===== config.mk =====
export PLATFORM = sky130hd
export DESIGN_NAME = tuner_cfg_regs
export DESIGN_NICKNAME = d
export VERILOG_FILES = /design/src/hdl/tuner_cfg_pkg.sv /design/src/hdl/tick_divider.sv /design/src/hdl/tuner_cfg_regs.sv
export SDC_FILE = /design/constraint.sdc
export NUM_CORES = 1
export LEC_CHECK = 0
export BUFFER_PORTS_ARGS = -buffer_cell sky130_fd_sc_hd__buf_2
export CORE_UTILIZATION = 30
export CTS_CLUSTER_DIAMETER = 150
export DETAILED_ROUTE_END_ITERATION = 16
export PLACE_DENSITY = 0.47
export SETUP_SLACK_MARGIN = 0.4
export SYNTH_ARGS = -nofsm -noshare
export SYNTH_HDL_FRONTEND = slang
export SYNTH_SLANG_ARGS = --single-unit

===== constraint.sdc =====
create_clock -name clk_i -period 2.8 [get_ports clk_i]
set_input_delay 0 -clock clk_i [delete_from_list [all_inputs] [get_ports clk_i]]
set_output_delay 0 -clock clk_i [all_outputs]
set_load 0.03 [all_outputs]

===== src/hdl/tuner_cfg_pkg.sv =====
// Constants for the tuner power, reference, autoselect and detector register bank.
// Assumes a 32-bit classic Wishbone slave with one register per aligned word.
package tuner_cfg_pkg;
  // Register indices; the byte address is four times the index.
  localparam logic [5:0] IDX_FRAC_LOW = 6'h04;
  localparam logic [5:0] IDX_SHUTDOWN = 6'h08;
  localparam logic [5:0] IDX_REF_CFG = 6'h09;
  localparam logic [5:0] IDX_VAS_CFG = 6'h0a;
  localparam logic [5:0] IDX_PD_CFG_A = 6'h0b;
  localparam logic [5:0] IDX_PD_CFG_B = 6'h0c;
  localparam logic [5:0] IDX_VAS_STATUS = 6'h11;
  localparam logic [5:0] IDX_GEN_STATUS = 6'h12;

  // Reset values (the nominal settings).
  localparam logic [7:0] RST_FRAC_LOW = 8'h66;
  localparam logic [7:0] RST_SHUTDOWN = 8'h00;
  localparam logic [7:0] RST_REF_CFG = 8'h0a;
  localparam logic [7:0] RST_VAS_CFG = 8'h12;
  localparam logic [7:0] RST_PD_CFG_A = 8'h43;
  localparam logic [7:0] RST_PD_CFG_B = 8'h01;

  // Writable bit masks; other bits are empty and read as zero.
  localparam logic [7:0] MASK_REF_CFG = 8'h1f;
  localparam logic [7:0] MASK_PD_CFG_B = 8'h07;

  // Shutdown register fields.
  localparam int SD_STANDBY = 7;
  localparam int SD_RF = 6;
  localparam int SD_MIXER = 5;
  localparam int SD_IF = 4;
  localparam int SD_IF_VGA = 3;
  localparam int SD_DETECTOR = 2;
  localparam int SD_SYNTH = 1;
  localparam int SD_OSC = 0;

  // Reference and autoselect configuration fields.
  localparam int REF_DIV_SEL = 0;
  localparam int VAS_LFDIV_HI = 7;
  localparam int VAS_LFDIV_LO = 6;
  localparam int VAS_START_SEL = 5;
  localparam int VAS_ENABLE = 4;
  localparam int VAS_ADC_LATCH = 3;
  localparam int VAS_ADC_READ = 2;
  localparam int VAS_WAIT_HI = 1;
  localparam int VAS_WAIT_LO = 0;

  // Power detector fields.
  localparam int PDA_WB_OFF = 7;
  localparam int PDA_WB_HI = 6;
  localparam int PDA_WB_LO = 4;
  localparam int PDA_NB_OFF = 3;
  localparam int PDA_NB_HI = 2;
  localparam int PDA_NB_LO = 0;
  localparam int PDB_DIODE_HI = 1;
  localparam int PDB_DIODE_LO = 0;
  localparam logic [1:0] DIODE_OFF_CODE = 2'h3;

  // Reference output division ratios.
  localparam logic [2:0] REF_RATIO_DIV4 = 3'h4;
  localparam logic [2:0] REF_RATIO_DIV1 = 3'h1;

  // Status fields.
  localparam int VST_IDLE = 0;
  localparam int GST_ADC_HI = 2;
  localparam int GST_ADC_LO = 0;
endpackage


===== src/hdl/tick_divider.sv =====
// Divides the system clock into a one-cycle enable pulse.
// Assumes a synchronous active-high reset; a ratio of one gives a pulse every cycle.
`timescale 1ns/10ps
module tick_divider #(
  parameter int W = 8
) (
  input wire logic clk_i,
  input wire logic rst_i,
  input wire logic [W-1:0] ratio_i,
  output logic tick_o
);
  logic [W-1:0] count_q;
  logic last;

  if (W < 1)
  begin : g_chk
    $error("tick_divider width must be at least one");
  end

  // A ratio of zero is treated as one so the pulse never stops.
  assign last = (count_q + W'(1) >= ratio_i);

  always_ff @(posedge clk_i)
  begin
    if (rst_i)
    begin
      count_q <= '0;
      tick_o <= 1'b0;
    end
    else
    begin
      count_q <= last ? '0 : count_q + W'(1);
      tick_o <= last;
    end
  end
endmodule // tick_divider


===== src/hdl/tuner_cfg_regs.sv =====
// Power, reference, VCO autoselect and power-detector control registers of the tuner.
// Assumes a classic Wishbone master on clk_i and a free-running crystal-rate clk_i.
//
// Register access over Wishbone was chosen for this implementation.
`timescale 1ns/10ps
module tuner_cfg_regs #(
  parameter int LF_BASE_RATIO = 16,
  parameter int WAIT_UNIT_TICKS = 32
) (
  input wire logic clk_i,
  input wire logic rst_i,
  input wire logic cyc_i,
  input wire logic stb_i,
  input wire logic we_i,
  input wire logic [7:0] adr_i,
  input wire logic [3:0] sel_i,
  input wire logic [31:0] dat_i,
  output logic [31:0] dat_o,
  output logic ack_o,
  input wire logic reference_divide_pin_open_i,
  input wire logic reference_divide_pin_i,
  input wire logic [2:0] tune_adc_code_i,
  output logic reference_clock_output_o,
  output logic rf_enable_o,
  output logic mixer_enable_o,
  output logic if_enable_o,
  output logic if_gain_amp_enable_o,
  output logic detector_enable_o,
  output logic synth_enable_o,
  output logic oscillator_enable_o,
  output logic autoselect_running_o,
  output logic autoselect_from_current_o,
  output logic wideband_detector_enable_o,
  output logic [2:0] wideband_attack_point_o,
  output logic narrowband_detector_enable_o,
  output logic [2:0] narrowband_attack_point_o,
  output logic [1:0] agc_diode_voltage_o,
  output logic agc_diode_enable_o
);
  import tuner_cfg_pkg::*;

  typedef enum logic [1:0] {
    VAS_IDLE,
    VAS_WAIT,
    VAS_SEARCH
  } vas_state_t;

  // The low-frequency divider is nine bits wide, so the base ratio shifted by three must stay below 512.
  if (LF_BASE_RATIO < 1 || LF_BASE_RATIO > 63)
  begin : g_chk_lf
    $error("LF_BASE_RATIO must lie between 1 and 63");
  end
  if (WAIT_UNIT_TICKS < 1 || WAIT_UNIT_TICKS > 1024)
  begin : g_chk_wait
    $error("WAIT_UNIT_TICKS must lie between 1 and 1024");
  end

  logic [7:0] frac_low_q;
  logic [7:0] shutdown_q;
  logic [7:0] ref_cfg_q;
  logic [7:0] vas_cfg_q;
  logic [7:0] pd_cfg_a_q;
  logic [7:0] pd_cfg_b_q;
  logic [2:0] adc_latched_q;
  vas_state_t vas_state_q;
  logic [12:0] wait_count_q;
  logic ref_tick;
  logic lf_tick;
  logic [2:0] ref_ratio;
  logic [8:0] lf_ratio;
  logic req;
  logic wr_byte;
  logic [5:0] idx;
  logic [7:0] rd_byte;
  logic vas_idle;
  logic [12:0] wait_target;

  assign req = cyc_i & stb_i & ~ack_o;
  assign wr_byte = req & we_i & sel_i[0];
  assign idx = adr_i[7:2];
  assign vas_idle = (vas_state_q == VAS_IDLE);

  // The pin, when driven, overrides the register select; high means undivided.
  always_comb
  begin
    if (reference_divide_pin_open_i)
    begin
      ref_ratio = ref_cfg_q[REF_DIV_SEL] ? REF_RATIO_DIV1 : REF_RATIO_DIV4;
    end
    else
    begin
      ref_ratio = reference_divide_pin_i ? REF_RATIO_DIV1 : REF_RATIO_DIV4;
    end
  end

  // The low-frequency clock halves again with each step of the divider field.
  assign lf_ratio = 9'(LF_BASE_RATIO) << vas_cfg_q[VAS_LFDIV_HI:VAS_LFDIV_LO];

  // Settle time grows with the wait-time code so a longer code waits longer.
  assign wait_target = 13'(WAIT_UNIT_TICKS) * 13'({1'b0, vas_cfg_q[VAS_WAIT_HI:VAS_WAIT_LO]} + 3'h1);

  tick_divider #(
    .W(3)
  ) u_ref_div (
    .clk_i(clk_i),
    .rst_i(rst_i),
    .ratio_i(ref_ratio),
    .tick_o(ref_tick)
  );

  tick_divider #(
    .W(9)
  ) u_lf_div (
    .clk_i(clk_i),
    .rst_i(rst_i),
    .ratio_i(lf_ratio),
    .tick_o(lf_tick)
  );

  // Register writes; empty bits are masked so they never store.
  always_ff @(posedge clk_i)
  begin
    if (rst_i)
    begin
      frac_low_q <= RST_FRAC_LOW;
      shutdown_q <= RST_SHUTDOWN;
      ref_cfg_q <= RST_REF_CFG;
      vas_cfg_q <= RST_VAS_CFG;
      pd_cfg_a_q <= RST_PD_CFG_A;
      pd_cfg_b_q <= RST_PD_CFG_B;
    end
    else if (wr_byte)
    begin
      unique case (idx)
        IDX_FRAC_LOW: frac_low_q <= dat_i[7:0];
        IDX_SHUTDOWN: shutdown_q <= dat_i[7:0];
        IDX_REF_CFG: ref_cfg_q <= dat_i[7:0] & MASK_REF_CFG;
        IDX_VAS_CFG: vas_cfg_q <= dat_i[7:0];
        IDX_PD_CFG_A: pd_cfg_a_q <= dat_i[7:0];
        IDX_PD_CFG_B: pd_cfg_b_q <= dat_i[7:0] & MASK_PD_CFG_B;
        default: ;
      endcase
    end
  end

  // Autoselect sequencer: a settle wait, then one low-frequency period of search.
  // A fresh write of the low fraction restarts it, so the newest target wins.
  always_ff @(posedge clk_i)
  begin
    if (rst_i)
    begin
      vas_state_q <= VAS_IDLE;
      wait_count_q <= '0;
    end
    else if (wr_byte && idx == IDX_FRAC_LOW && vas_cfg_q[VAS_ENABLE])
    begin
      vas_state_q <= VAS_WAIT;
      wait_count_q <= '0;
    end
    else if (!vas_cfg_q[VAS_ENABLE] || shutdown_q[SD_STANDBY])
    begin
      vas_state_q <= VAS_IDLE;
      wait_count_q <= '0;
    end
    else
    begin
      unique case (vas_state_q)
        VAS_IDLE: wait_count_q <= '0;
        VAS_WAIT:
        begin
          if (lf_tick)
          begin
            if (wait_count_q + 13'h1 >= wait_target)
            begin
              vas_state_q <= VAS_SEARCH;
              wait_count_q <= '0;
            end
            else
            begin
              wait_count_q <= wait_count_q + 13'h1;
            end
          end
        end
        VAS_SEARCH:
        begin
          if (lf_tick)
          begin
            vas_state_q <= VAS_IDLE;
          end
        end
      endcase
    end
  end

  // Manual tuning-voltage capture, only honoured with autoselect off.
  always_ff @(posedge clk_i)
  begin
    if (rst_i)
    begin
      adc_latched_q <= '0;
    end
    else if (!vas_cfg_q[VAS_ENABLE] && vas_cfg_q[VAS_ADC_LATCH])
    begin
      adc_latched_q <= tune_adc_code_i;
    end
  end

  // Status reads are assembled here; the ADC code stays hidden while autoselect owns the converter.
  always_comb
  begin
    rd_byte = 8'h00;
    unique case (idx)
      IDX_FRAC_LOW: rd_byte = frac_low_q;
      IDX_SHUTDOWN: rd_byte = shutdown_q;
      IDX_REF_CFG: rd_byte = ref_cfg_q;
      IDX_VAS_CFG: rd_byte = vas_cfg_q;
      IDX_PD_CFG_A: rd_byte = pd_cfg_a_q;
      IDX_PD_CFG_B: rd_byte = pd_cfg_b_q;
      IDX_VAS_STATUS: rd_byte[VST_IDLE] = vas_idle;
      IDX_GEN_STATUS:
      begin
        if (!vas_cfg_q[VAS_ENABLE] && vas_cfg_q[VAS_ADC_READ])
        begin
          rd_byte[GST_ADC_HI:GST_ADC_LO] = adc_latched_q;
        end
      end
      default: rd_byte = 8'h00;
    endcase
  end

  // Single-wait-state slave: ack one cycle after the request, dropped the next.
  // Unmapped addresses still acknowledge and read zero so a master never hangs.
  always_ff @(posedge clk_i)
  begin
    if (rst_i)
    begin
      ack_o <= 1'b0;
      dat_o <= '0;
    end
    else
    begin
      ack_o <= req;
      if (req && !we_i)
      begin
        dat_o <= {24'h000000, rd_byte};
      end
    end
  end

  // Analog block enables; standby clears every enable, oscillator included, and leaves only the reference output.
  // A shutdown write reaches these enables one edge after the register itself changes.
  always_ff @(posedge clk_i)
  begin
    if (rst_i)
    begin
      rf_enable_o <= 1'b0;
      mixer_enable_o <= 1'b0;
      if_enable_o <= 1'b0;
      if_gain_amp_enable_o <= 1'b0;
      detector_enable_o <= 1'b0;
      synth_enable_o <= 1'b0;
      oscillator_enable_o <= 1'b0;
    end
    else
    begin
      rf_enable_o <= ~shutdown_q[SD_STANDBY] & ~shutdown_q[SD_RF];
      mixer_enable_o <= ~shutdown_q[SD_STANDBY] & ~shutdown_q[SD_MIXER];
      if_enable_o <= ~shutdown_q[SD_STANDBY] & ~shutdown_q[SD_IF];
      if_gain_amp_enable_o <= ~shutdown_q[SD_STANDBY] & ~shutdown_q[SD_IF_VGA];
      detector_enable_o <= ~shutdown_q[SD_STANDBY] & ~shutdown_q[SD_DETECTOR];
      synth_enable_o <= ~shutdown_q[SD_STANDBY] & ~shutdown_q[SD_SYNTH];
      oscillator_enable_o <= ~shutdown_q[SD_STANDBY] & ~shutdown_q[SD_OSC];
    end
  end

  // Reference output keeps running in standby; it is a tick train at the divided rate.
  always_ff @(posedge clk_i)
  begin
    if (rst_i)
    begin
      reference_clock_output_o <= 1'b0;
    end
    else
    begin
      reference_clock_output_o <= ref_tick;
    end
  end

  // The start select is only a level for the analog sequencer; the bank itself does not act on it.
  always_ff @(posedge clk_i)
  begin
    if (rst_i)
    begin
      autoselect_running_o <= 1'b0;
      autoselect_from_current_o <= 1'b0;
    end
    else
    begin
      autoselect_running_o <= ~vas_idle;
      autoselect_from_current_o <= vas_cfg_q[VAS_START_SEL];
    end
  end

  // Detector and gain-control diode settings follow their fields; standby also clears the three enables.
  always_ff @(posedge clk_i)
  begin
    if (rst_i)
    begin
      wideband_detector_enable_o <= 1'b0;
      wideband_attack_point_o <= '0;
      narrowband_detector_enable_o <= 1'b0;
      narrowband_attack_point_o <= '0;
      agc_diode_voltage_o <= '0;
      agc_diode_enable_o <= 1'b0;
    end
    else
    begin
      wideband_detector_enable_o <= ~pd_cfg_a_q[PDA_WB_OFF] & ~shutdown_q[SD_STANDBY];
      wideband_attack_point_o <= pd_cfg_a_q[PDA_WB_HI:PDA_WB_LO];
      narrowband_detector_enable_o <= ~pd_cfg_a_q[PDA_NB_OFF] & ~shutdown_q[SD_STANDBY];
      narrowband_attack_point_o <= pd_cfg_a_q[PDA_NB_HI:PDA_NB_LO];
      agc_diode_voltage_o <= pd_cfg_b_q[PDB_DIODE_HI:PDB_DIODE_LO];
      agc_diode_enable_o <= (pd_cfg_b_q[PDB_DIODE_HI:PDB_DIODE_LO] != DIODE_OFF_CODE)
                            & ~shutdown_q[SD_STANDBY];
    end
  end
endmodule // tuner_cfg_regs

Word level (Yosys, flattened, before mapping)
Index checks and enable logic that the tools add are counted.
{"block": "word_totals", "regBits": 102, "latchBits": 0, "mem_bits_rw": 0, "mem_bits_ro": 0, "inputBits": 54, "out_inout_bits": 54, "wordCells": 123, "mem_count": 0}
{"block": "classes", "n_addsub": 4, "mul": 0, "n_div": 0, "n_lt_le_gt_ge": 3, "eq_ne": 17, "shifts": 1, "muxes": 16, "n_bitwise": 26, "reduce_logical": 24}
{"op": "$eq 6x4->1 const B", "count": 5}
{"op": "$mux 13", "count": 2}
{"op": "$pmux 13 s2", "count": 1}
{"op": "$pmux 5 s5", "count": 1}
{"op": "$and 1x1->1", "count": 14}
{"op": "$pmux 2 s7", "count": 1}
{"op": "$reduce_and 2->1", "count": 7}
{"op": "$add 13x1->13 const B", "count": 1}
{"op": "$ge 13x8->1", "count": 1}
{"op": "$eq 6x5->1 const B", "count": 2}
{"op": "$mux 3", "count": 4}
{"op": "$not 1->1", "count": 12}
{"op": "$add 9x1->9 const B", "count": 1}
{"op": "$ge 9x9->1", "count": 1}
{"op": "$shl 5x2->9 const A", "count": 1}
{"op": "$ne 4x3->1 const B", "count": 2}
{"op": "$pmux 1 s8", "count": 1}
{"op": "$reduce_and 4->1", "count": 2}
{"op": "$eq 6x3->1 const B", "count": 1}
{"op": "$mux 2", "count": 3}
{"op": "$logic_and 1x1->1", "count": 5}
{"op": "$ne 2x1->1 const B", "count": 2}
{"op": "$ne 2x2->1 const B", "count": 2}
{"op": "$ne 4x4->1 const B", "count": 1}
{"op": "other kinds (14)", "count": 18}

Logic depth before layout (Yosys ltp)
Gate-level depths: netlist of run 1.
{"block": "depth", "depth_word": 8, "mapped_depth": 12, "ltp_nobuf": 11}

By module
From an unflattened synthesis of run 1, not the netlist that was laid out.
{"block": "unflattened", "cells_unflattened": 504, "area_unflattened_um2": 4697.0}
{"module": "tuner_cfg_regs", "instances": 1, "cells_per_inst": 417, "area_each_um2": 3860.0, "seq_area_each_um2": 1761.7}
{"module": "tick_divider (u_lf_div)", "instances": 1, "cells_per_inst": 68, "area_each_um2": 620.6, "seq_area_each_um2": 200.2}
{"module": "tick_divider (u_ref_div)", "instances": 1, "cells_per_inst": 19, "area_each_um2": 216.5, "seq_area_each_um2": 80.1}

Least setup slack after synthesis of run 1
No wires, ideal clock.
{"block": "synth_path", "path_kind": "reg-to-reg", "startpoint": "register wait_count_q[0]", "endpoint": "register wait_count_q[3]", "setup_time_ps": 67, "arrival_ps": 2531, "t_required_ps": 2733, "slack_ps": 203, "stages_incl_launch_ff": 12, "path_buffers": 0, "synth_period_minus_slack_ps": 2597, "path_cell_list": "dfxtp_1 > ha_1 > and3_1 > and3_1 > xor2_1 > ha_1 > nor2b_1 > o21a_1 > nor3_1 > nand4b_1 > or2_4 > o21ai_2"}
{"block": "synth_between", "elab_chain_len": 5}
{"element": "start, declared", "line": "tuner_cfg_regs.sv:66", "rtl": "logic [12:0] wait_count_q;"}
{"element": "start signal, assigned", "line": "tuner_cfg_regs.sv:180", "rtl": "wait_count_q <= wait_count_q + 13'h1;"}
{"element": "$add 13x1->13 *", "line": "tuner_cfg_regs.sv:173, tuner_cfg_regs.sv:180"}
{"element": "$ge 13x8->1", "line": "tuner_cfg_regs.sv:173", "rtl": "if (wait_count_q + 13'h1 >= wait_target)"}
{"element": "$mux 13 *", "line": "tuner_cfg_regs.sv:173"}
{"element": "$mux 13 *", "line": "tuner_cfg_regs.sv:171", "rtl": "if (lf_tick)"}
{"element": "$pmux 13 s2 *", "line": "tuner_cfg_regs.sv:167", "rtl": "unique case (vas_state_q)"}
Every way passes the cells marked *; elsewhere a longest branch is shown, timed or not. The select of a mux whose other input is x is not followed.
A chain may end at the register's enable or synchronous reset.

Worst setup path in the final report of run 1
{"block": "layout_path", "startpoint": "register wait_count_q[1]", "endpoint": "register wait_count_q[4]"}
Same word-level chain as after synthesis.

==> summary.txt, run 1 <==
Outcome
  – Status: finished clean

Clocking
  – Clock tree sinks: 102
  – Clk Latency, worst-skew pair: 0.35 ns
  – Bufs on Longest Clock Path: 2
  – Root buf cell: clkbuf_16
  – Num CTS Buffers: 9
  – CTS tree: done
  – Clock Pin Slew Worst Setup and Hold Paths: 0.07 ns
  – H-tree Lvls: 3

STA
  – Worst Skew: 0.0119 ns
  – Hold WS: 0.114 ns
  – Maximum clock rate: 401 MHz
  – Tmin final: 2.49 ns
  – Post-route clock period utilization: 0.890
  – Max-slew violations: 0
  – RSZ-0062 raised after global routing: yes
  – Final setup vio count: 0
  – Final hold violation count: 0
  – Worst Tran Pin Value: 0.740 ns
  – Max transition margin: 0.506
  – Setup TNS: 0 ns

Cells and area
  – Seq. cell area: 2060 um2
  – Multi-input logic area: 2450 um2
  – Layout net count: 596
  – Area Growth Syn to Fin: 25.3%
  – Commonest non-fill, non-tap cell in the layout: dfxtp_1
  – Antenna cell count: 0
  – Fill count: 1443
  – Share of cells above drive strength 1: 0.268
  – Most frequent cells in the layout: dfxtp_1, nor2_1, buf_2, mux2i_1, nor2b_1

Setup path
  – R2R Path End: wait_count_q[4]
  – CP endpoint kind: flip-flop
  – RR Startpoint: wait_count_q[1]
  – Data arrival, critical path: 2.78 ns
  – Worst EP required: 3.09 ns
  – Worst Setup Start Kind: flip-flop
  – Crit path buffers/inverters: 1
  – Worst path cell trace: ha_4 -> and3_4 -> and3_4 -> xor2_4 -> ha_4 -> nor2b_4 -> o21a_1 -> nor3_2 -> nand4b_1 -> buf_6 -> o32ai_4 -> a21o_1
  – Max stage delay on crit path: 0.37 ns
  – CP max stage cell: dfxtp_4
  – CP delay by family, top: simple AND/OR/NAND/NOR gates
  – R2R cell count: 12
  – Worst-path fanout max: 6
  – CP Class: flip-flop to flip-flop
  – Worst Setup SP: wait_count_q[1]
  – Flop2flop setup slack: 0.31 ns

Power
  – Worst vdd ir: 0.407 mV
  – Power per cell area: 550 nW/um2
  – Final Total Pwr: 3.11 mW
  – Leakage power: 2.20 nW

Placement
  – Hpwl dp: 7110 um
  – Port Buffers: 54
  – Gpl congestion: 0.792

Synth
  – Async set-reset flop share out of synthesis: 0
  – Sequential area share after synthesis: 0.453
  – Ys Warns: 0
  – Seq cells post-synth: 102
  – Synthesized cell area: 4510 um2
  – EDFF count, synth: 0
  – Synth unique cells: 64
  – Syn Inst Count: 453
  – Primary FF master, synth: dfxtp_1
  – Syn_area_per_cell: 9.95 um2

Drt
  – Average wire per standard cell: 14.9 um
  – Number of routed nets with antenna violations: 0
  – Uppermost layer routed: met4
  – Met2 wire length: 5010 um
  – DRC violations left: 0
  – First-pass iteration count of the detailed router: 5
  – DR vias: 3398
  – Met3 wire length: 479 um
  – DR iter-0 viols: 218
  – Drt via density: 4.73
  – Wl on met1: 5040 um
  – Total wire length: 10700 um

GRT
  – Vias in the first global route: 3330
  – GRT Util Overall: 0.142
  – First-pass GRT wire length: 17200 um
  – Largest net degree at the start of global routing: 71
  – Remaining global-route overflow: 0
  – Initial antenna violation count: 0

Hold path
  – Min-Delay Endpoint: u_ref_div.count_q[1]
  – Worst hold path stage count: 4
  – Hold Crit Class: primary input to flip-flop
  – Min-delay src: reference_divide_pin_i

Floorplan
  – IO Count: 108
  – Row count: 44
  – Core area: 14600 um2
  – DIE HEIGHT: 125 um
  – Die area: 15500 um2
  – Starting density of the core: 0.309
  – Die W: 125 um

Job
  – Number of max-cap violations: 0
[Yosys cell counts (2+ instances only)]
| master | count | area (um2) |
|---|---|---|
| dfxtp_1 | 102 | 2040 |
| nor2_1 | 62 | 233 |
| mux2i_1 | 31 | 310 |
| nor2b_1 | 30 | 188 |
| buf_4 | 24 | 180 |
| nand2_1 | 14 | 52.6 |
| a211o_1 | 13 | 114 |
| ha_1 | 13 | 163 |
| clkbuf_1 | 12 | 45.0 |
| a211oi_1 | 8 | 60.1 |
| and2_1 | 8 | 50.1 |
| inv_1 | 8 | 30.0 |
| nand3_1 | 8 | 40.0 |
| a21oi_1 | 7 | 35.0 |
| xnor2_1 | 7 | 61.3 |
| xor2_1 | 7 | 61.3 |
| a22o_1 | 6 | 52.6 |
| and3_1 | 6 | 37.5 |
| a22oi_1 | 5 | 37.5 |
| buf_2 | 5 | 25.0 |
| mux4_2 | 5 | 113 |
| nand2b_1 | 5 | 31.3 |
| a31oi_1 | 4 | 25.0 |
| mux2_2 | 4 | 45.0 |
| nand4_1 | 4 | 25.0 |
| nor3_1 | 4 | 20.0 |
| and4_1 | 3 | 26.3 |
| buf_1 | 3 | 11.3 |
| or2_2 | 3 | 18.8 |
| a21o_1 | 2 | 15.0 |
| a222oi_1 | 2 | 20.0 |
| and3b_1 | 2 | 17.5 |
| nor3b_1 | 2 | 15.0 |
| o21a_1 | 2 | 15.0 |
| o21ai_2 | 2 | 17.5 |
| o21bai_1 | 2 | 15.0 |
[kinds of logic after synthesis]
group / Yosys count / synth area share
AOI/OAI and AO/OA: 63 / 0.108
xor gates and xnor gates: 14 / 0.0272
adders and majority gates: 13 / 0.0361
buffers and inverters: 52 / 0.0646
DFF: 102 / 0.453
muxes: 40 / 0.104
other: 1 / 0.000832
and+or+nand+nor: 168 / 0.207
[flip-flops by register name, summed over array words and instances (netlist names), 2 cells and up]
name / count
dat_o: 8
u_ref_div.count_q: 3
vas_cfg_q: 8
pd_cfg_b_q: 3
shutdown_q: 8
agc_diode_voltage_o: 2
frac_low_q: 8
u_lf_div.count_q: 9
vas_state_q: 2
wideband_attack_point_o: 3
ref_cfg_q: 5
narrowband_attack_point_o: 3
pd_cfg_a_q: 8
wait_count_q: 13
adc_latched_q: 3
[layer usage]
metal  GRT usage  vias up
met5           0        -
met4      0.0361        0
met3      0.0451        9
met2       0.228       71
met1       0.183     1624
li1            -     1694
[worst max-delay path by stage]
stage / depth (start not counted) / slack [ns] / to
finish: 12 / 0.31 / wait_count_q[4]
global route: 12 / 0.22 / wait_count_q[4]
CTS: 13 / 0.30 / vas_state_q[1]
detailed placement: 12 / 0.09 / vas_state_q[1]
global placement: 11 / 0.08 / wait_count_q[4]
floorplan: 11 / 0.35 / wait_count_q[4]
[metrics by stage]
step / std cells / util / area (um2) / setup slack [ns]
6_report: 718 / 0.387 / 5650 / 0.309
5_1_grt: 718 / 0.387 / 5650 / 0.222
4_1_cts: 713 / 0.376 / 5480 / 0.305
3_5_place_dp: 680 / 0.338 / 4930 / 0.0929
3_3_place_gp: 680 / 0.338 / 4930 / 0.0762
2_1_floorplan: 477 / - / 4620 / 0.345
[worst register-to-register path: cells and delay by family (launching register included)]
family          cells  cell delay [ns]
buf+inv             1             0.16
flops               1             0.37
xor+xnor            1             0.20
compound gates      3             0.56
fa+ha+maj           2             0.37
simple gates        5             0.79
[cell type report]
class,count,share of cell area
clock buffer,11,0.0430
clock inverter,5,0.0155
inverter,8,0.00532
multi-input combinational,323,0.434
sequential,102,0.365
tap,184,0.0408
timing repair buffer,85,0.0961
[power by group]
| group | internal [mW] | switching [mW] | total [mW] |
|---|---|---|---|
| Clock | 0.818 | 0.559 | 1.38 |
| Sequential | 1.47 | 0.0131 | 1.49 |
| Combinational | 0.0757 | 0.168 | 0.244 |
[repair_timing]
item / CTS / global route
endpoints found under the setup margin: 18 / 18
gates resized for setup: 14 / 26
hold buffers: 13 / 0
pin swaps: 8 / 17
buffers inserted: 4 / 5
hold endpoints to repair: 38 / 0
No activity file was read; power rests on OpenSTA's default activity.
==> inputs of run 2 (changes only) <==
--- a/config.mk
+++ b/config.mk
@@ -5,7 +5,9 @@
 export SDC_FILE = /design/constraint.sdc
 export NUM_CORES = 1
 export LEC_CHECK = 0
-export BUFFER_PORTS_ARGS = -buffer_cell sky130_fd_sc_hd__buf_2
+export ABC_AREA = 1
+export BUFFER_PORTS_ARGS = -buffer_cell sky130_fd_sc_hd__buf_4
+export CORE_ASPECT_RATIO = 2
 export CORE_UTILIZATION = 30
 export CTS_CLUSTER_DIAMETER = 150
 export DETAILED_ROUTE_END_ITERATION = 16
==> run 2 against run 1 <==
  * Final area grew 3.4%
  * Total power grew 1.5%
  * Clock power grew 4%
  * Clock-buffer cell count shrank 1
  * Global-route usage grew 2.9 points
  * Die area grew 1.1%
  * Routed wire length grew 16%
  * First-iteration DRC count shrank 22%
==> summary.txt, run 2 <==
Drt
  – Drt via density: 4.47 (was 4.73)
  – DR vias: 4057 (was 3398)
  – DR iter-0 viols: 171 (was 218)
  – Average wire per standard cell: 13.7 um (was 14.9 um)
  – Number of routed nets with antenna violations: 0 (unchanged)
  – DRC violations left: 0 (unchanged)
  – First-pass iteration count of the detailed router: 4 (was 5)
  – Total wire length: 12400 um (was 10700 um)

STA
  – RSZ-0062 raised after global routing: yes (unchanged)
  – Maximum clock rate: 446 MHz (was 401 MHz)
  – Max-slew violations: 0 (unchanged)
  – Tmin final: 2.24 ns (was 2.49 ns)
  – Max transition margin: 0.579 (was 0.506)
  – Final hold violation count: 0 (unchanged)
  – Worst Skew: 0.00902 ns (was 0.0119 ns)
  – Worst Tran Pin Value: 0.630 ns (was 0.740 ns)
  – Setup TNS: 0 ns (unchanged)
  – Post-route clock period utilization: 0.801 (was 0.890)
  – Final setup vio count: 0 (unchanged)

Power
  – Final Total Pwr: 3.15 mW (was 3.11 mW)
  – Power per cell area: 540 nW/um2 (was 550 nW/um2)
  – Worst vdd ir: 0.337 mV (was 0.407 mV)
  – Leakage power: 2.59 nW (was 2.20 nW)

Synth
  – Primary FF master, synth: dfxtp_1 (unchanged)
  – EDFF count, synth: 0 (unchanged)
  – Most frequent cell after synthesis: nor2_1 (was dfxtp_1)
  – Synth top area cells: dfxtp_1, nor2_1, nand2_1, inv_1, o21ai_0 (was dfxtp_1, mux2i_1, nor2_1, nor2b_1, buf_4)
  – Seq cells post-synth: 102 (unchanged)
  – Syn_area_per_cell: 7.34 um2 (was 9.95 um2)
  – Synth Area in Adders: 0.0357 (was 0.0361)
  – Synthesized cell area: 4550 um2 (was 4510 um2)
  – Post-synthesis compound-gate area fraction: 0.124 (was 0.108)
  – Top-area cell type share of the netlist area: 0.449 (was 0.453)
  – XOR/XNOR Fraction of Synth Area: 0.0154 (was 0.0272)
  – Synth unique cells: 36 (was 64)
  – Sequential area share after synthesis: 0.449 (was 0.453)
  – List of most frequent post-synthesis cells: nor2_1, nand2_1, dfxtp_1 (was dfxtp_1, nor2_1, mux2i_1)
  – Syn Inst Count: 620 (was 453)
  – Mux share of post-synthesis cell area: 0 (was 0.104)
  – Async set-reset flop share out of synthesis: 0 (unchanged)
  – Simple-gate share of the synthesized area: 0.258 (was 0.207)
  – Largest family of logic cells by synthesized area: simple AND/OR/NAND/NOR gates (unchanged)
  – Ys Warns: 0 (unchanged)
  – Dominant cell type by area after synthesis: dfxtp_1 (unchanged)

Floorplan
  – Die area: 15700 um2 (was 15500 um2)
  – Row count: 63 (was 44)
  – Die W: 89.1 um (was 125 um)
  – Core area: 14800 um2 (was 14600 um2)
  – IO Count: 108 (unchanged)
  – DIE HEIGHT: 176 um (was 125 um)
  – Starting density of the core: 0.307 (was 0.309)

Setup path
  – CP Class: flip-flop to flip-flop (unchanged)
  – Worst-path fanout max: 4 (was 6)
  – Data arrival, critical path: 2.51 ns (was 2.78 ns)
  – CP endpoint kind: flip-flop (unchanged)
  – Worst EP required: 3.06 ns (was 3.09 ns)
  – Worst Setup Start Kind: flip-flop (unchanged)

Cells and area
  – Most frequent cells in the layout: nor2_1, nand2_1, dfxtp_1, inv_1, buf_4 (was dfxtp_1, nor2_1, buf_2, mux2i_1, nor2b_1)
  – Area Growth Syn to Fin: 28.3% (was 25.3%)
  – Top Registers: wait_count_q (13), u_lf_div.count_q (9) (unchanged)
  – Fill count: 1592 (was 1443)
  – Design Area, Final: 5840 um2 (was 5650 um2)
  – Commonest non-fill, non-tap cell in the layout: nor2_1 (was dfxtp_1)
  – Share of cells above drive strength 1: 0.196 (was 0.268)
  – Fin cells: 908 (was 718)
  – Max FFs per register: 13 (unchanged)
  – Biggest register: wait_count_q (unchanged)
  – Layout net count: 776 (was 596)
  – Antenna cell count: 0 (unchanged)

Job
  – Number of max-cap violations: 0 (unchanged)

GRT
  – Vias in the first global route: 4143 (was 3330)
  – Largest net degree at the start of global routing: 47 (was 71)
  – First-pass GRT wire length: 20200 um (was 17200 um)
  – GRT Util Overall: 0.171 (was 0.142)
  – Initial antenna violation count: 0 (unchanged)
  – Remaining global-route overflow: 0 (unchanged)

Placement
  – Gpl congestion: 0.865 (was 0.792)
  – Port Buffers: 54 (unchanged)
  – Hpwl dp: 9740 um (was 7110 um)
  – Placed cell area: 5120 um2 (was 4930 um2)
  – Placed insts: 865 (was 680)

Clocking
  – Root buf cell: clkbuf_16 (unchanged)
  – CTS tree: done (unchanged)
  – Num CTS Buffers: 9 (unchanged)
  – H-tree Lvls: 3 (unchanged)
  – Clock Pin Slew Worst Setup and Hold Paths: 0.07 ns (about the same)
  – Clock tree sinks: 102 (unchanged)
  – Clk Latency, worst-skew pair: 0.34 ns (was 0.35 ns)
  – Bufs on Longest Clock Path: 2 (unchanged)

Hold path
  – Hold Crit Class: primary input to flip-flop (unchanged)

Outcome
  – Status: finished clean (unchanged)
-- run 2: cell types whose count changed in the layout (fill, tap and decap cells not counted), sizes merged, moves of 30 or more --
| cell | previous run | this run |
|---|---|---|
| nor2b | 30 | 0 |
| mux2i | 31 | 0 |
| a21oi | 7 | 42 |
| o21ai | 4 | 46 |
| nand2 | 14 | 109 |
| inv | 10 | 82 |
| nor2 | 64 | 118 |
-- run 2: repair_timing --
| action | in CTS | in global routing |
|---|---|---|
| hold buffers | 13 | 0 |
| cloned | 0 | 0 |
| pin swaps | 6 | 12 |
| resized for setup | 15 | 25 |
| setup endpoints to repair | 7 | 29 |
| buffers inserted | 11 | 4 |
| hold endpoints to repair | 36 | 0 |
-- run 2: cells by family (layout without fill, tap and decap cells) --
kind of cell	count (synthesis)	after routing
simple gates	276	276
compound gates	102	102
flops	102	102
other cells	1	25
buf+inv	118	187
fa+ha+maj	13	13
xor+xnor	8	8
-- run 2: cell type report --
type | count | area (um2) | share of cell area
sequential | 102 | 2070 | 0.354
clock inverter | 5 | 106 | 0.0182
multi-input combinational | 424 | 2160 | 0.371
tap | 195 | 244 | 0.0418
inverter | 83 | 312 | 0.0533
timing repair buffer | 89 | 708 | 0.121
clock buffer | 10 | 239 | 0.0409
-- run 2: stage by stage --
stage                      util  setup WS [ns]  hold slack (ns)
after CTS                 0.387          0.412           0.0188
after global routing      0.394          0.368           0.0223
after floorplan               -          0.621            0.126
final                     0.394          0.559           0.0177
after global placement    0.345          0.251            0.236
after detailed placement  0.345          0.209            0.241
-- run 2: where the power goes --
group | total, mW | internal, mW | switching, mW | leakage (nW)
combinational | 0.237 | 0.0768 | 0.160 | 1.59
sequential | 1.48 | 1.47 | 0.00987 | 0.835
clock | 1.44 | 0.896 | 0.544 | 0.165
-- run 2: worst paths after layout --
kind                        start                            to  slack (ns)  cells past startpoint
setup reg to reg  wait_count_q[1]               wait_count_q[5]        0.56                     15
hold / removal              rst_i        agc_diode_voltage_o[1]        0.02                      2
setup / recovery  wait_count_q[1]               wait_count_q[5]        0.56                     15
hold reg to reg     pd_cfg_a_q[3]  narrowband_detector_enable_o        0.43                      1
-- run 2: critical path, cell delays in order (launching register included) --
cell and delay, ns:
dfxtp_4 0.36, ha_4 0.17, nand3_4 0.10, nor2_4 0.04, xor2_2 0.18, ha_1 0.31, nand2_1 0.07, nand2_1 0.06
a21oi_2 0.11, nand2_1 0.07, nor2_2 0.10, nand3_2 0.14, nor3_4 0.18, buf_6 0.13, nand2_1 0.05, a21oi_2 0.11
-- run 2: per-layer routing --
metal | vias to the layer above | global-route usage | wire (um)
met2 | 75 | 0.328 | 7130
met5 | - | 0 | 0
met3 | 21 | 0.0262 | 309
met1 | 1867 | 0.178 | 4640
li1 | 2094 | - | -
met4 | 0 | 0.0668 | 323
==> inputs of run 3 (changes only) <==
--- a/config.mk
+++ b/config.mk
@@ -5,13 +5,13 @@
 export SDC_FILE = /design/constraint.sdc
 export NUM_CORES = 1
 export LEC_CHECK = 0
-export ABC_AREA = 1
+export ABC_AREA = 0
 export BUFFER_PORTS_ARGS = -buffer_cell sky130_fd_sc_hd__buf_4
 export CORE_ASPECT_RATIO = 2
 export CORE_UTILIZATION = 30
 export CTS_CLUSTER_DIAMETER = 150
 export DETAILED_ROUTE_END_ITERATION = 16
-export PLACE_DENSITY = 0.47
+export PLACE_DENSITY = 0.49
 export SETUP_SLACK_MARGIN = 0.4
 export SYNTH_ARGS = -nofsm -noshare
 export SYNTH_HDL_FRONTEND = slang
==> constraint.sdc (replaced) <==
create_clock -name clk_i -period 2.05 [get_ports clk_i]
set_input_delay 0 -clock clk_i [delete_from_list [all_inputs] [get_ports clk_i]]
set_output_delay 0 -clock clk_i [all_outputs]
set_load 0.03 [all_outputs]
==> run 3 against run 2 <==
  * The flow now finishes with violations (setup timing)
  * Register-to-register slack got worse by 1.0 ns
  * Core utilization rose by 3.0 points
  * Worst setup slack got worse by 1.0 ns
  * Total power rose by 29%
  * Largest cell class unchanged
  * Largest power group unchanged
==> summary.txt, run 3 (synthesis results as in run 1) <==
Cells and area
  – Fill count: 1462 (was 1592)
  – Design Area, Final: 6250 um2 (was 5840 um2)
  – Max FFs per register: 13 (unchanged)
  – Area Growth Syn to Fin: 38.6% (was 28.3%)
  – Share of cells above drive strength 1: 0.348 (was 0.196)
  – Top Registers: wait_count_q (13), u_lf_div.count_q (9) (unchanged)
  – Fin util: 0.424 (was 0.394)
  – Antenna cell count: 0 (unchanged)
  – Commonest non-fill, non-tap cell in the layout: buf_4 (was nor2_1)
  – Fin cells: 773 (was 908)
  – Biggest register: wait_count_q (unchanged)
  – Most frequent cells in the layout: buf_4, dfxtp_1, nor2_1, mux2i_1, nor2b_1 (was nor2_1, nand2_1, dfxtp_1, inv_1, buf_4)
  – Layout net count: 640 (was 776)

STA
  – Final hold violation count: 0 (unchanged)
  – RSZ-0062 raised after global routing: yes (unchanged)
  – Final setup vio count: 19 (was 0)
  – Setup TNS: -6.31 ns (was 0 ns)
  – Maximum clock rate: 397 MHz (was 446 MHz)
  – Worst Tran Pin Value: 0.706 ns (was 0.630 ns)
  – Max-slew violations: 0 (unchanged)
  – Tmin final: 2.52 ns (was 2.24 ns)
  – Hold WS: 0.0244 ns (was 0.0177 ns)
  – Worst Skew: 0.00577 ns (was 0.00902 ns)
  – Post-route clock period utilization: 1.23 (was 0.801)
  – Max transition margin: 0.530 (was 0.579)
  – Setup slack after layout: -0.469 ns (was 0.559 ns)

Setup path
  – RR Startpoint: wait_count_q[1] (unchanged)
  – R2R cell count: 13 (was 15)
  – Worst-path fanout max: 6 (was 4)
  – R2R Path End: wait_count_q[2] (was wait_count_q[5])
  – Worst EP required: 2.32 ns (was 3.06 ns)
  – Crit path buffers/inverters: 2 (was 1)
  – CP endpoint kind: flip-flop (unchanged)
  – Data arrival, critical path: 2.79 ns (was 2.51 ns)
  – Max stage delay on crit path: 0.37 ns (was 0.36 ns)
  – Worst Setup Start Kind: flip-flop (unchanged)
  – Levels on crit path: 13 (was 15)
  – CP max stage cell: dfxtp_4 (unchanged)
  – CP delay by family, top: simple AND/OR/NAND/NOR gates (unchanged)
  – Flop2flop setup slack: -0.47 ns (was 0.56 ns)
  – Worst path cell trace: ha_4 -> and3_4 -> and3_4 -> xor2_4 -> ha_4 -> nor2b_4 -> o21a_1 -> nor3_2 -> nand4b_1 -> buf_6 -> buf_6 -> o22ai_2 -> nor2b_1 (was ha_4 -> nand3_4 -> nor2_4 -> xor2_2 -> ha_1 -> nand2_1 -> nand2_1 -> a21oi_2 -> nand2_1 -> nor2_2 -> nand3_2 -> nor3_4 -> buf_6 -> nand2_1 -> a21oi_2)
  – CP Class: flip-flop to flip-flop (unchanged)

Floorplan
  – Die W: 88.7 um (was 89.1 um)
  – Row count: 63 (unchanged)
  – DIE HEIGHT: 175 um (was 176 um)
  – Die area: 15600 um2 (was 15700 um2)
  – Core area: 14700 um2 (was 14800 um2)
  – Starting density of the core: 0.306 (was 0.307)
  – IO Count: 108 (unchanged)

Power
  – Power per cell area: 649 nW/um2 (was 540 nW/um2)
  – Worst vdd ir: 0.413 mV (was 0.337 mV)
  – Leakage power: 2.46 nW (was 2.59 nW)
  – Final Total Pwr: 4.06 mW (was 3.15 mW)

Drt
  – DR vias: 3620 (was 4057)
  – Number of routed nets with antenna violations: 0 (unchanged)
  – First-pass iteration count of the detailed router: 4 (unchanged)
  – DR iter-0 viols: 88 (was 171)
  – DRC violations left: 0 (unchanged)
  – Average wire per standard cell: 15.6 um (was 13.7 um)
  – Total wire length: 12100 um (was 12400 um)
  – Drt via density: 4.68 (was 4.47)

GRT
  – Remaining global-route overflow: 0 (unchanged)
  – First-pass GRT wire length: 18000 um (was 20200 um)
  – GRT Util Overall: 0.154 (was 0.171)
  – Initial antenna violation count: 0 (unchanged)
  – Vias in the first global route: 3536 (was 4143)
  – Largest net degree at the start of global routing: 70 (was 47)

Clocking
  – H-tree Lvls: 3 (unchanged)
  – Clock Pin Slew Worst Setup and Hold Paths: 0.07 ns (about the same)
  – Clock tree sinks: 102 (unchanged)
  – Num CTS Buffers: 9 (unchanged)
  – Root buf cell: clkbuf_16 (unchanged)
  – Bufs on Longest Clock Path: 2 (unchanged)
  – CTS tree: done (unchanged)
  – Clk Latency, worst-skew pair: 0.35 ns (was 0.34 ns)

Hold path
  – Worst hold path stage count: 3 (was 2)
  – Min-delay src: rst_i (unchanged)
  – Hold Crit Class: primary input to flip-flop (unchanged)
  – Min-Delay Endpoint: u_lf_div.count_q[0] (was agc_diode_voltage_o[1])

Outcome
  – Failing checks: setup timing
  – Status: finished with violations (was finished clean)

Placement
  – Port Buffers: 54 (unchanged)
  – Gpl congestion: 0.751 (was 0.865)
  – Placed cell area: 5330 um2 (was 5120 um2)
  – Setup WS pre-CTS: -0.678 ns (was 0.209 ns)
  – Placed insts: 719 (was 865)
  – Hpwl dp: 8130 um (was 9740 um)

Job
  – Number of max-cap violations: 0 (unchanged)
run 3: cell types whose count changed in the layout (fill, tap and decap cells not counted), sizes merged, moves of 8 or more:
cell / previous run / this run
nand2: 109 / 14
inv: 82 / 11
nor2: 118 / 65
o21ai: 46 / 4
buf: 76 / 115
a21oi: 42 / 7
mux2i: 0 / 31
nor2b: 0 / 30
nand3: 29 / 9
a211o: 0 / 13
a211oi: 0 / 8
and2: 0 / 8
run 3: cell type report:
class | instances | area, um2 | share of cell area
inverters | 8 | 30.0 | 0.00481
repair buffers | 128 | 1060 | 0.170
clock buffers | 10 | 229 | 0.0366
clock inverters | 6 | 55.1 | 0.00881
multi-input cells | 324 | 2560 | 0.410
flip-flops and latches | 102 | 2070 | 0.331
well taps | 195 | 244 | 0.0390
run 3: repair_timing:
| action | in CTS | in global routing |
|---|---|---|
| hold endpoints to repair | 44 | 0 |
| hold buffers | 13 | 0 |
| pin swaps | 14 | 28 |
| setup buffers | 10 | 13 |
| cloned | 0 | 2 |
| gates resized for setup | 24 | 41 |
| endpoints found under the setup margin | 37 | 51 |
run 3: metal layers:
metal  vias to the layer above  global-route usage  share of wire
met5                         -                   0              0
met4                         0              0.0638          0.025
met3                        18              0.0244          0.028
met2                        67               0.280           0.55
met1                      1755               0.173           0.39
li1                       1780                   -              -
run 3: worst max-delay path by stage:
stage / from / to / slack (ns)
after floorplan: wait_count_q[0] / wait_count_q[4] / -0.40
after global placement: wait_count_q[1] / wait_count_q[5] / -0.60
after detailed placement: wait_count_q[0] / wait_count_q[5] / -0.68
after CTS: wait_count_q[1] / wait_count_q[2] / -0.43
after global routing: wait_count_q[1] / vas_state_q[1] / -0.55
final: wait_count_q[1] / wait_count_q[2] / -0.47
run 3: where the power goes:
group	leakage (nW)	switching, mW	internal, mW
Sequential	0.835	0.0189	2.01
Combinational	1.49	0.238	0.142
Clock	0.133	0.798	0.848
run 3: worst register-to-register path, cell delays in order, from the launching register on:
cell      delay, ns
dfxtp_4        0.37
ha_4           0.14
and3_4         0.17
and3_4         0.20
xor2_4         0.18
ha_4           0.23
nor2b_4        0.12
o21a_1         0.17
nor3_2         0.19
nand4b_1       0.14
buf_6          0.17
buf_6          0.13
o22ai_2        0.08
nor2b_1        0.16
